--- config.mk ---
export PLATFORM = sky130hd
export DESIGN_NAME = sar_adc_control
export DESIGN_NICKNAME = d
export VERILOG_FILES = /design/src/design/adc_ctl_pkg.sv /design/src/design/sar_step_clock.sv /design/src/design/sar_adc_control.sv
export SDC_FILE = /design/constraint.sdc
export NUM_CORES = 1
export LEC_CHECK = 0
export BUFFER_PORTS_ARGS = -buffer_cell sky130_fd_sc_hd__buf_4
export CORE_ASPECT_RATIO = 2
export CORE_MARGIN = 2
export CORE_UTILIZATION = 48
export CTS_CLUSTER_DIAMETER = 120
export DETAILED_ROUTE_END_ITERATION = 7
export GPL_TIMING_DRIVEN = 0
export PLACE_DENSITY = 0.72
export SLEW_MARGIN = 20
export SYNTH_ARGS = -nofsm -noshare
export SYNTH_HDL_FRONTEND = slang
export SYNTH_HIERARCHICAL = 1
export SYNTH_SLANG_ARGS = --single-unit
--- constraint.sdc ---
create_clock -name CLOCK -period 1.5 [get_ports CLOCK]
set_clock_uncertainty 0.05 [all_clocks]
set_input_delay 0.3 -clock CLOCK [delete_from_list [all_inputs] [get_ports CLOCK]]
set_output_delay 0.3 -clock CLOCK [all_outputs]
set_load 0.05 [all_outputs]
--- src/design/adc_ctl_pkg.sv ---
// package: register map, field positions, reset values and timing for the converter control
package adc_ctl_pkg;
    localparam logic [7:0] RESULT_ADDR      = 8'hd0;
    localparam logic [7:0] CONTROL_ADDR     = 8'hd1;
    localparam logic [7:0] CONTROL_RESET    = 8'h40;
    localparam int         IRQ_ENABLE_POS   = 7;
    localparam int         DONE_POS         = 6;
    localparam int         START_POS        = 5;
    localparam int         POWER_POS        = 4;
    localparam int         RES_BITS         = 8;
    localparam int         CODE_COUNT       = 256;
    localparam int         CLK_DIV          = 12;
    localparam int         IRQ_VECTOR       = 4;

    typedef struct packed {
        logic [7:0] addr;
        logic [7:0] wdata;
        logic       wr;
        logic       rd;
    } bus_req_type;

    typedef enum logic [1:0] {
        ST_IDLE    = 2'b00,
        ST_SYNC    = 2'b01,
        ST_CONVERT = 2'b10
    } conv_state_type;
endpackage

--- src/design/sar_step_clock.sv ---
// sar step clock: one-cycle tick every DIV cycles of the core clock
`timescale 1ns/10ps
`default_nettype none
module sar_step_clock #(
    parameter int DIV = adc_ctl_pkg::CLK_DIV
) (
    input  wire logic clk,     // core clock
    input  wire logic arst_n,  // async reset, active low
    input  wire logic restart, // realign the divider
    output logic      tick     // one-cycle step pulse
);
    import adc_ctl_pkg::*;

    initial begin
        if (DIV < 2 || DIV > 256) $error("divider must be 2 to 256");
    end

    typedef struct packed {
        logic [7:0] cnt;
        logic       tick;
    } div_state_type;

    div_state_type st_r;
    div_state_type st_nxt;

    always_comb begin
        st_nxt = st_r;
        st_nxt.tick = 1'b0;
        if (restart) begin
            st_nxt.cnt = 8'h00;
        end else if (st_r.cnt == 8'(DIV - 1)) begin
            st_nxt.cnt  = 8'h00;
            st_nxt.tick = 1'b1;
        end else begin
            st_nxt.cnt = st_r.cnt + 8'h01;
        end
    end

    always_ff @(posedge clk or negedge arst_n) begin
        if (!arst_n) begin
            st_r <= '0;
        end else begin
            st_r <= st_nxt;
        end
    end

    assign tick = st_r.tick;
endmodule
`default_nettype wire

--- src/design/sar_adc_control.sv ---
// converter control: registers, start/abort, wait-sync and successive approximation
// Notes on behaviour
// bit 7 gates end-of-conversion interrupt request
// bit 6 completion flag, software cannot write
// start write clears completion flag
// software trusts result only when flag set
// completion flag doubles as interrupt pending
// writing start bit begins a conversion
// start during conversion restarts it fresh
// start bit always reads zero
// bit 4 powers converter up or down
// low four control bits do nothing
// result register read-only, 8-bit code
// result spans 256 equal codes
// without sync, conversion starts immediately, first step one divider period later
// with sync, start waits for wait state
// core must wait right after start
// converter runs in wait, interrupt wakes
// steps timed by oscillator divided by twelve
// reset aborts, control reads 40h
// interrupt goes to core vector four
// msb first, result and flag together
`timescale 1ns/10ps
`default_nettype none
module sar_adc_control
    import adc_ctl_pkg::*;
#(
    parameter int DIV = CLK_DIV
) (
    input  wire logic       CLOCK,      // core oscillator clock, 10 MHz
    input  wire logic       ARST_N,     // async reset, active low
    input  wire logic [7:0] ADDR,       // register address
    input  wire logic [7:0] WDATA,      // write data
    input  wire logic       WR,         // write strobe
    input  wire logic       RD,         // read strobe
    output logic      [7:0] RDATA,      // read data, cycle after RD
    input  wire logic       SYNC_OPT,   // wait-synchronised start option
    input  wire logic       CORE_WAIT,  // core is in the wait state
    input  wire logic       COMP_HIGH,  // comparator: input at or above trial level
    output logic      [7:0] TRIAL_CODE, // trial code to the ladder
    output logic            POWER_ON,   // analog part powered
    output logic            BUSY,       // conversion running
    output logic            IRQ_REQ,    // interrupt request, vector four
    output logic            WAKE        // wake request to the core
);
    initial begin
        if (DIV != CLK_DIV) $error("step divider must be twelve");
        if (RES_BITS != 8 || CODE_COUNT != 256) $error("8-bit converter only");
    end

    typedef struct packed {
        logic           irq_en;
        logic           done;
        logic           power;
        conv_state_type state;
        logic [7:0]     sar;
        logic [7:0]     trial;
        logic [2:0]     bit_idx;
        logic [7:0]     result;
        logic [7:0]     rdata;
        logic           irq;
        logic           busy;
    } ctl_state_type;

    ctl_state_type st_r;
    ctl_state_type st_nxt;
    bus_req_type   req;
    logic          tick;
    logic          start_wr;
    logic          restart;

    assign req.addr  = ADDR;
    assign req.wdata = WDATA;
    assign req.wr    = WR;
    assign req.rd    = RD;

    assign start_wr = req.wr && req.addr == CONTROL_ADDR && req.wdata[START_POS];
    // divider realigns on every start so the first step lands a full period later
    assign restart  = start_wr || st_r.state != ST_CONVERT;

    sar_step_clock #(
        .DIV(DIV)
    ) u_step (
        .clk    (CLOCK),
        .arst_n (ARST_N),
        .restart(restart),
        .tick   (tick)
    );

    ////////////////////////////////////////////////////////////////////////////
    always_comb begin
        st_nxt       = st_r;
        st_nxt.rdata = 8'h00;
        if (req.rd) begin
            case (req.addr)
                RESULT_ADDR: begin
                    st_nxt.rdata = st_r.result;
                end
                CONTROL_ADDR: begin
                    // start and low bits read as zero
                    st_nxt.rdata = {st_r.irq_en, st_r.done, 1'b0, st_r.power, 4'h0};
                end
                default: begin
                    st_nxt.rdata = 8'h00;
                end
            endcase
        end

        // sequencing keeps stepping in the wait state
        case (st_r.state)
            ST_IDLE: begin
                st_nxt.busy = 1'b0;
            end
            ST_SYNC: begin
                if (CORE_WAIT) begin
                    st_nxt.state = ST_CONVERT;
                end
            end
            ST_CONVERT: begin
                if (tick) begin
                    if (COMP_HIGH) begin
                        st_nxt.sar = st_r.trial;
                    end
                    if (st_r.bit_idx == 3'h0) begin
                        st_nxt.result = COMP_HIGH ? st_r.trial : st_r.sar;
                        st_nxt.done   = 1'b1;
                        st_nxt.state  = ST_IDLE;
                        st_nxt.busy   = 1'b0;
                    end else begin
                        st_nxt.bit_idx = st_r.bit_idx - 3'h1;
                        st_nxt.trial   = (COMP_HIGH ? st_r.trial : st_r.sar)
                                         | (8'h01 << (st_r.bit_idx - 3'h1));
                    end
                end
            end
            default: begin
                st_nxt.state = ST_IDLE;
            end
        endcase

        if (req.wr && req.addr == CONTROL_ADDR) begin
            st_nxt.irq_en = req.wdata[IRQ_ENABLE_POS];
            st_nxt.power  = req.wdata[POWER_POS];
            // bit 6 of write data is ignored
            if (req.wdata[START_POS]) begin
                st_nxt.done = 1'b0;
            end
        end

        if (!st_nxt.power) begin
            st_nxt.state = ST_IDLE;
            st_nxt.busy  = 1'b0;
        end else if (start_wr) begin
            // abandon any running conversion and seed the msb trial
            st_nxt.sar     = 8'h00;
            st_nxt.trial   = 8'h80;
            st_nxt.bit_idx = 3'h7;
            st_nxt.busy    = 1'b1;
            st_nxt.state   = SYNC_OPT ? ST_SYNC : ST_CONVERT;
        end

        st_nxt.irq = st_nxt.done && st_nxt.irq_en;
    end

    always_ff @(posedge CLOCK or negedge ARST_N) begin
        if (!ARST_N) begin
            st_r        <= '0;
            st_r.done   <= CONTROL_RESET[DONE_POS];
            st_r.irq_en <= CONTROL_RESET[IRQ_ENABLE_POS];
            st_r.power  <= CONTROL_RESET[POWER_POS];
            st_r.state  <= ST_IDLE;
        end else begin
            st_r <= st_nxt;
        end
    end

    ////////////////////////////////////////////////////////////////////////////
    assign RDATA      = st_r.rdata;
    assign TRIAL_CODE = st_r.trial;
    assign POWER_ON   = st_r.power;
    assign BUSY       = st_r.busy;
    assign IRQ_REQ    = st_r.irq;
    assign WAKE       = st_r.irq;
endmodule
`default_nettype wire

# Yosys cells after proc, flatten, opt, wreduce, memory -nomap -nowiden
# Index checks and enable logic that the tools add are counted.
word_totals:
  ram_bits: 0
  elab_cells: 65
  ff_bits: 51
  n_memories: 0
  out_inout_bits: 20
  latch_bits: 0
  rom_bits: 0
classes:
  addsub: 2
  muxes: 28
  div_mod_pow: 0
  n_mul: 0
  n_eq_ne: 11
  reduce_logical: 9
  shift: 1
  magnitude_cmp: 0
  bitwise_logic: 1
op_table:
  columns: ["op", "n"]
  rows:
  - ["2-to-1 mux 8 bit", 5]
  - ["2-to-1 mux 29 bit", 1]
  - ["2-to-1 mux 27 bit", 1]
  - ["2-to-1 mux 21 bit", 1]
  - ["2-to-1 mux 19 bit", 1]
  - ["== test 8 bit (second input constant)", 2]
  - ["case mux 8 bit (2 select lines)", 1]
  - ["2-to-1 mux 11 bit", 1]
  - ["2-to-1 mux 1 bit", 10]
  - ["adder 8 x 1 -> 8 bit (second input constant)", 1]
  - ["== test 8 x 4 -> 1 bit (second input constant)", 1]
  - ["2-to-1 mux 2 bit", 4]
  - ["!= test 4 bit (second input constant)", 2]
  - ["bitwise OR 8 bit", 1]
  - ["<< shifter 1 x 3 -> 8 bit (first input constant)", 1]
  - ["case mux 2 bit (3 select lines)", 1]
  - ["AND reduction 3 bit", 2]
  - ["!= test 4 x 1 -> 1 bit (second input constant)", 1]
  - ["!= test 4 x 3 -> 1 bit (second input constant)", 1]
  - ["AND reduction 4 bit", 1]
  - ["logical AND 1 bit", 3]
  - ["zero test 3 bit", 1]
  - ["2-to-1 mux 3 bit", 1]
  - ["!= test 3 bit (second input constant)", 1]
  - ["7 further kinds", 7]

# Longest topological paths before layout
logic_depth:
  depth_word: 8
  depth_mapped: 7
  ltp_nobuf: 7

# By module
# Netlist, hierarchy kept.
by_module_without_submodules:
  columns: ["module", "cells_each", "area_per_inst_um2", "n_inst", "seq_area_each_um2"]
  rows:
  - ["sar_adc_control", 223, 2168.3, 1, 1052.3]
  - ["sar_step_clock", 40, 417.9, 1, 225.2]

# Worst setup path after synthesis
# No wires, ideal clock.
synth_timing:
  kind: "register -> register"
  start: "register st_r[18] (netlist bit)"
  end: "register st_r (netlist bit TRIAL_CODE[4])"
  stages_incl_launch_ff: 8
  arrival_ns: 1.451
  setup_time_ns: 0.094
  path_slack_ns: -0.095
  n_path_buf: 0
  period_less_slack_ns: 1.595
  required_ns: 1.356
  path_cell_list: "dfrtp_1 inv_1 ha_1 ha_1 inv_1 a21o_1 a21oi_1 a211oi_1"
synth_rtl:
  columns: ["element", "line_no", "rtl"]
  rows:
  - ["from (decl)", "sar_adc_control.sv:65", "ctl_state_type st_r;"]
  - ["from (signal assigned)", "sar_adc_control.sv:173", "st_r <= st_nxt;"]

==> results.json <==
{
  "fillers": 432,
  "final_common_cell": "buf_4",
  "ys.warnings.count": 6,
  "hpwl_um": 3877,
  "timing.slew.headroom": 0.5697,
  "hold_path.class": "in -> reg",
  "hold_violations": 0,
  "r2r_cells": 7,
  "multi_input_area_mm2": 0.001291,
  "tightestPinTransition_ns": 0.6454,
  "cts_tree": "yes",
  "die_width_um": 55.91,
  "timing.rr.end": "TRIAL_CODE[2]$_DFF_PN0_",
  "grt_max_degree": 52,
  "grt_pass1_wl_um": 9363,
  "first_iter_violations": 61,
  "nets": 350,
  "antenna_found_initial": 0,
  "instances_no_fill": 375,
  "cts.sinks": 51,
  "grt_overflow": 0,
  "peakVddDrop_uv": 856.8,
  "synth_fp_nets": 296,
  "syn_avg_cell_area_um2": 9.834,
  "fmax_ghz": 0.6401,
  "drcViolationCount": 0,
  "p_leak_nw": 1.587,
  "drv_cap": 0,
  "rsz0062_at_grt": "true",
  "cp.arrival_ns": 1.73,
  "dp.cells": 356,
  "p_int_mw": 1.797,
  "synth_seq_cells": 51,
  "clockRootBuffer": "clkbuf_8",
  "status": "complete, but fails checks",
  "track_usage": 0.1970,
  "async_flop_share": 1.000,
  "cts.htree.levels": 2,
  "failed_checks": "setup timing",
  "synthCells": 263,
  "pin_count": 43,
  "clockPowerShare": 0.346,
  "crit_chain": "inv_2, ha_4, nor2b_4, buf_4, nor2_4, a21oi_2, a211oi_2",
  "fin_crit_ns": 1.562,
  "ys.flop_type": "dfrtp_1",
  "crit_required_ns": 1.66,
  "critPathKind": "reg -> reg",
  "netlist_area_mm2": 0.002586,
  "clk_pin_slew_worst_paths_ns": 0.09,
  "seq_area_mm2": 0.001279,
  "routed_wl_um": 5960,
  "syn2layout_area_growth_pct": 28.64,
  "endpoint": "TRIAL_CODE[2]$_DFF_PN0_",
  "synth_edf_count": 0,
  "startpoint_type": "flop",
  "grt_pass1_vias": 2075,
  "yosysSeqAreaShare": 0.4940,
  "diodes": 0,
  "clock_latency_ns": 0.31,
  "cp-end-kind": "flop",
  "synthDistinctLibCells": 41,
  "avgRoutedWirePerCell_um": 15.89,
  "final_cell_mix": "buf_4, dfrtp_1, nand2_1",
  "fin_crit_sh": 1.042,
  "crit_fanout": 5,
  "fin_hold_ws_ns": 0.1417,
  "initial_core_util": 0.4988,
  "reg2reg_from": "st_r[19]$_DFF_PN0_",
  "layout-drive-gt1-share": 0.3785,
  "die_y_um": 107.8,
  "critPathSlowestCell": "dfrtp_1",
  "sw_frac_of_total": 0.2280,
  "clockBufferDepth": 2,
  "report.final.slew_viol_count": 0,
  "vias": 2048,
  "placementRows": 37,
  "dr.pass1.iters": 4,
  "slowest_delay_ns": 0.38,
  "startpoint": "st_r[19]$_DFF_PN0_",
  "numCtsBuffers": 5,
  "core-area_mm2": 0.005185,
  "setup_viol": 9,
  "rrSetupSlack_ns": -0.06,
  "p_seq_frac": 0.596,
  "vias_per_cell": 5.461,
  "p_comb_frac": 0.058,
  "drtAntennaViolNets": 0,
  "power_switching_mw": 0.5307,
  "gp_congestion": 0.8544,
  "powerDensity_mw_per_mm2": 699.6,
  "place.port_buffers": 35,
  "finalWorstSetupSlack_ns": -0.06229,
  "dieArea_mm2": 0.006027
}
cell families (layout without fill, tap and decap cells):
kind of cell             count (synthesis)  after routing  share of synthesized area
multiplexers                             8              8                    0.03096
flip-flops                              51             51                     0.4940
adder cells (fa/ha/maj)                 10             10                    0.04838
AND/OR/NAND/NOR                         94             95                     0.1843
buffers and inverters                   31             84                    0.07886
AO/OA/AOI/OAI                           65             65                     0.1500
XOR/XNOR                                 4              4                    0.01355
state kept, by name, indices dropped and copies added, names as in the netlist:
register and count:
TRIAL_CODE 8, IRQ_REQ 1, u_step/tick 1, POWER_ON 1, u_step/st_r 8, BUSY 1, RDATA 8, st_r 23
final cells by class:
type	instances	area share
inverter	7	0.009402
multi-input combinational	182	0.3881
buffer	24	0.05641
clock buffer	6	0.02482
sequential	51	0.3844
timing repair buffer	46	0.1136
tap	58	0.02181
clock inverter	1	0.001504
how the worst min path moves through the flow:
| stage | cells past startpoint | endpoint | slack [ns] | from |
|---|---|---|---|---|
| final | 3 | st_r[41]$_DFF_PN0_ | 0.14 | WDATA[7] |
| after global routing | 3 | st_r[41]$_DFF_PN0_ | 0.15 | WDATA[7] |
| after CTS | 3 | st_r[41]$_DFF_PN0_ | 0.14 | WDATA[7] |
| after detailed placement | 1 | RDATA[4]$_DFF_PN0_ | 0.32 | ARST_N |
| after global placement | 1 | RDATA[7]$_DFF_PN0_ | 0.32 | ARST_N |
| after floorplan | 0 | BUSY$_DFFE_PN0P_ | -0.05 | ARST_N |
power groups by stage:
stage                     clock network (mW)  registers, mW  logic [mW]
final                                  0.805           1.39       0.136
after global routing                   0.871           1.39       0.151
after CTS                              0.823           1.39       0.136
after detailed placement                   0           1.41       0.133
after global placement                     0           1.41       0.132
after floorplan                            0           1.42      0.0483
stage by stage:
step	setup slack [ns]	total power [mW]	TNS, ns	area [µm²]	utilization
floorplan	0.002662	1.470	0	2609	-
global placement	-0.2344	1.545	-5.136	2944	0.5678
detailed placement	-0.2746	1.547	-6.030	2944	0.5678
CTS	-0.06043	2.346	-0.1281	3156	0.6086
global route	-0.1095	2.411	-1.207	3327	0.6417
finish	-0.06229	2.328	-0.2774	3327	0.6417
per-layer routing:
layer / wire length (µm) / vias to the layer above / GRT usage
li1: - / 991 / -
met1: 2177 / 996 / 0.2002
met2: 3488 / 48 / 0.3895
met3: 142 / 13 / 0.03005
met4: 152 / 0 / 0.07653
met5: 0 / - / 0
worst max-delay path: cells and delay by family (launching register included):
family / cells / cell delay [ns]
compound gates: 2 / 0.31
fa+ha+maj: 1 / 0.16
buf+inv: 2 / 0.22
flops: 1 / 0.38
simple gates: 2 / 0.33
Yosys cell counts, types with 2 or more instances:
| cell type | n | area share |
|---|---|---|
| a22o_1 | 3 | 0.010 |
| nor2_2 | 2 | 0.0048 |
| and2_1 | 5 | 0.012 |
| ha_1 | 10 | 0.048 |
| inv_1 | 7 | 0.010 |
| xnor2_1 | 2 | 0.0068 |
| mux2i_1 | 8 | 0.031 |
| buf_2 | 4 | 0.0077 |
| o21ai_0 | 19 | 0.037 |
| nand2b_1 | 6 | 0.015 |
| nor2_1 | 11 | 0.016 |
| nand3_1 | 4 | 0.0077 |
| a21oi_1 | 27 | 0.052 |
| a21o_1 | 4 | 0.012 |
| buf_6 | 2 | 0.0087 |
| and3b_1 | 2 | 0.0068 |
| xor2_1 | 2 | 0.0068 |
| nand2_1 | 45 | 0.065 |
| nand3b_1 | 5 | 0.015 |
| dfrtp_1 | 50 | 0.48 |
| buf_4 | 18 | 0.052 |
| or3_1 | 3 | 0.0073 |
| a211oi_1 | 5 | 0.015 |
| a211oi_2 | 2 | 0.0097 |
timing repair:
| action | CTS | global route |
|---|---|---|
| gates cloned | 1 | 1 |
| endpoints found under the setup margin | 35 | 27 |
| buffers inserted | 4 | 5 |
| hold buffers | 1 | 0 |
| pin swaps | 8 | 15 |
| endpoints found under the hold margin | 38 | 0 |
| gates resized for setup | 18 | 32 |
(Power assumes the default switching activity.)
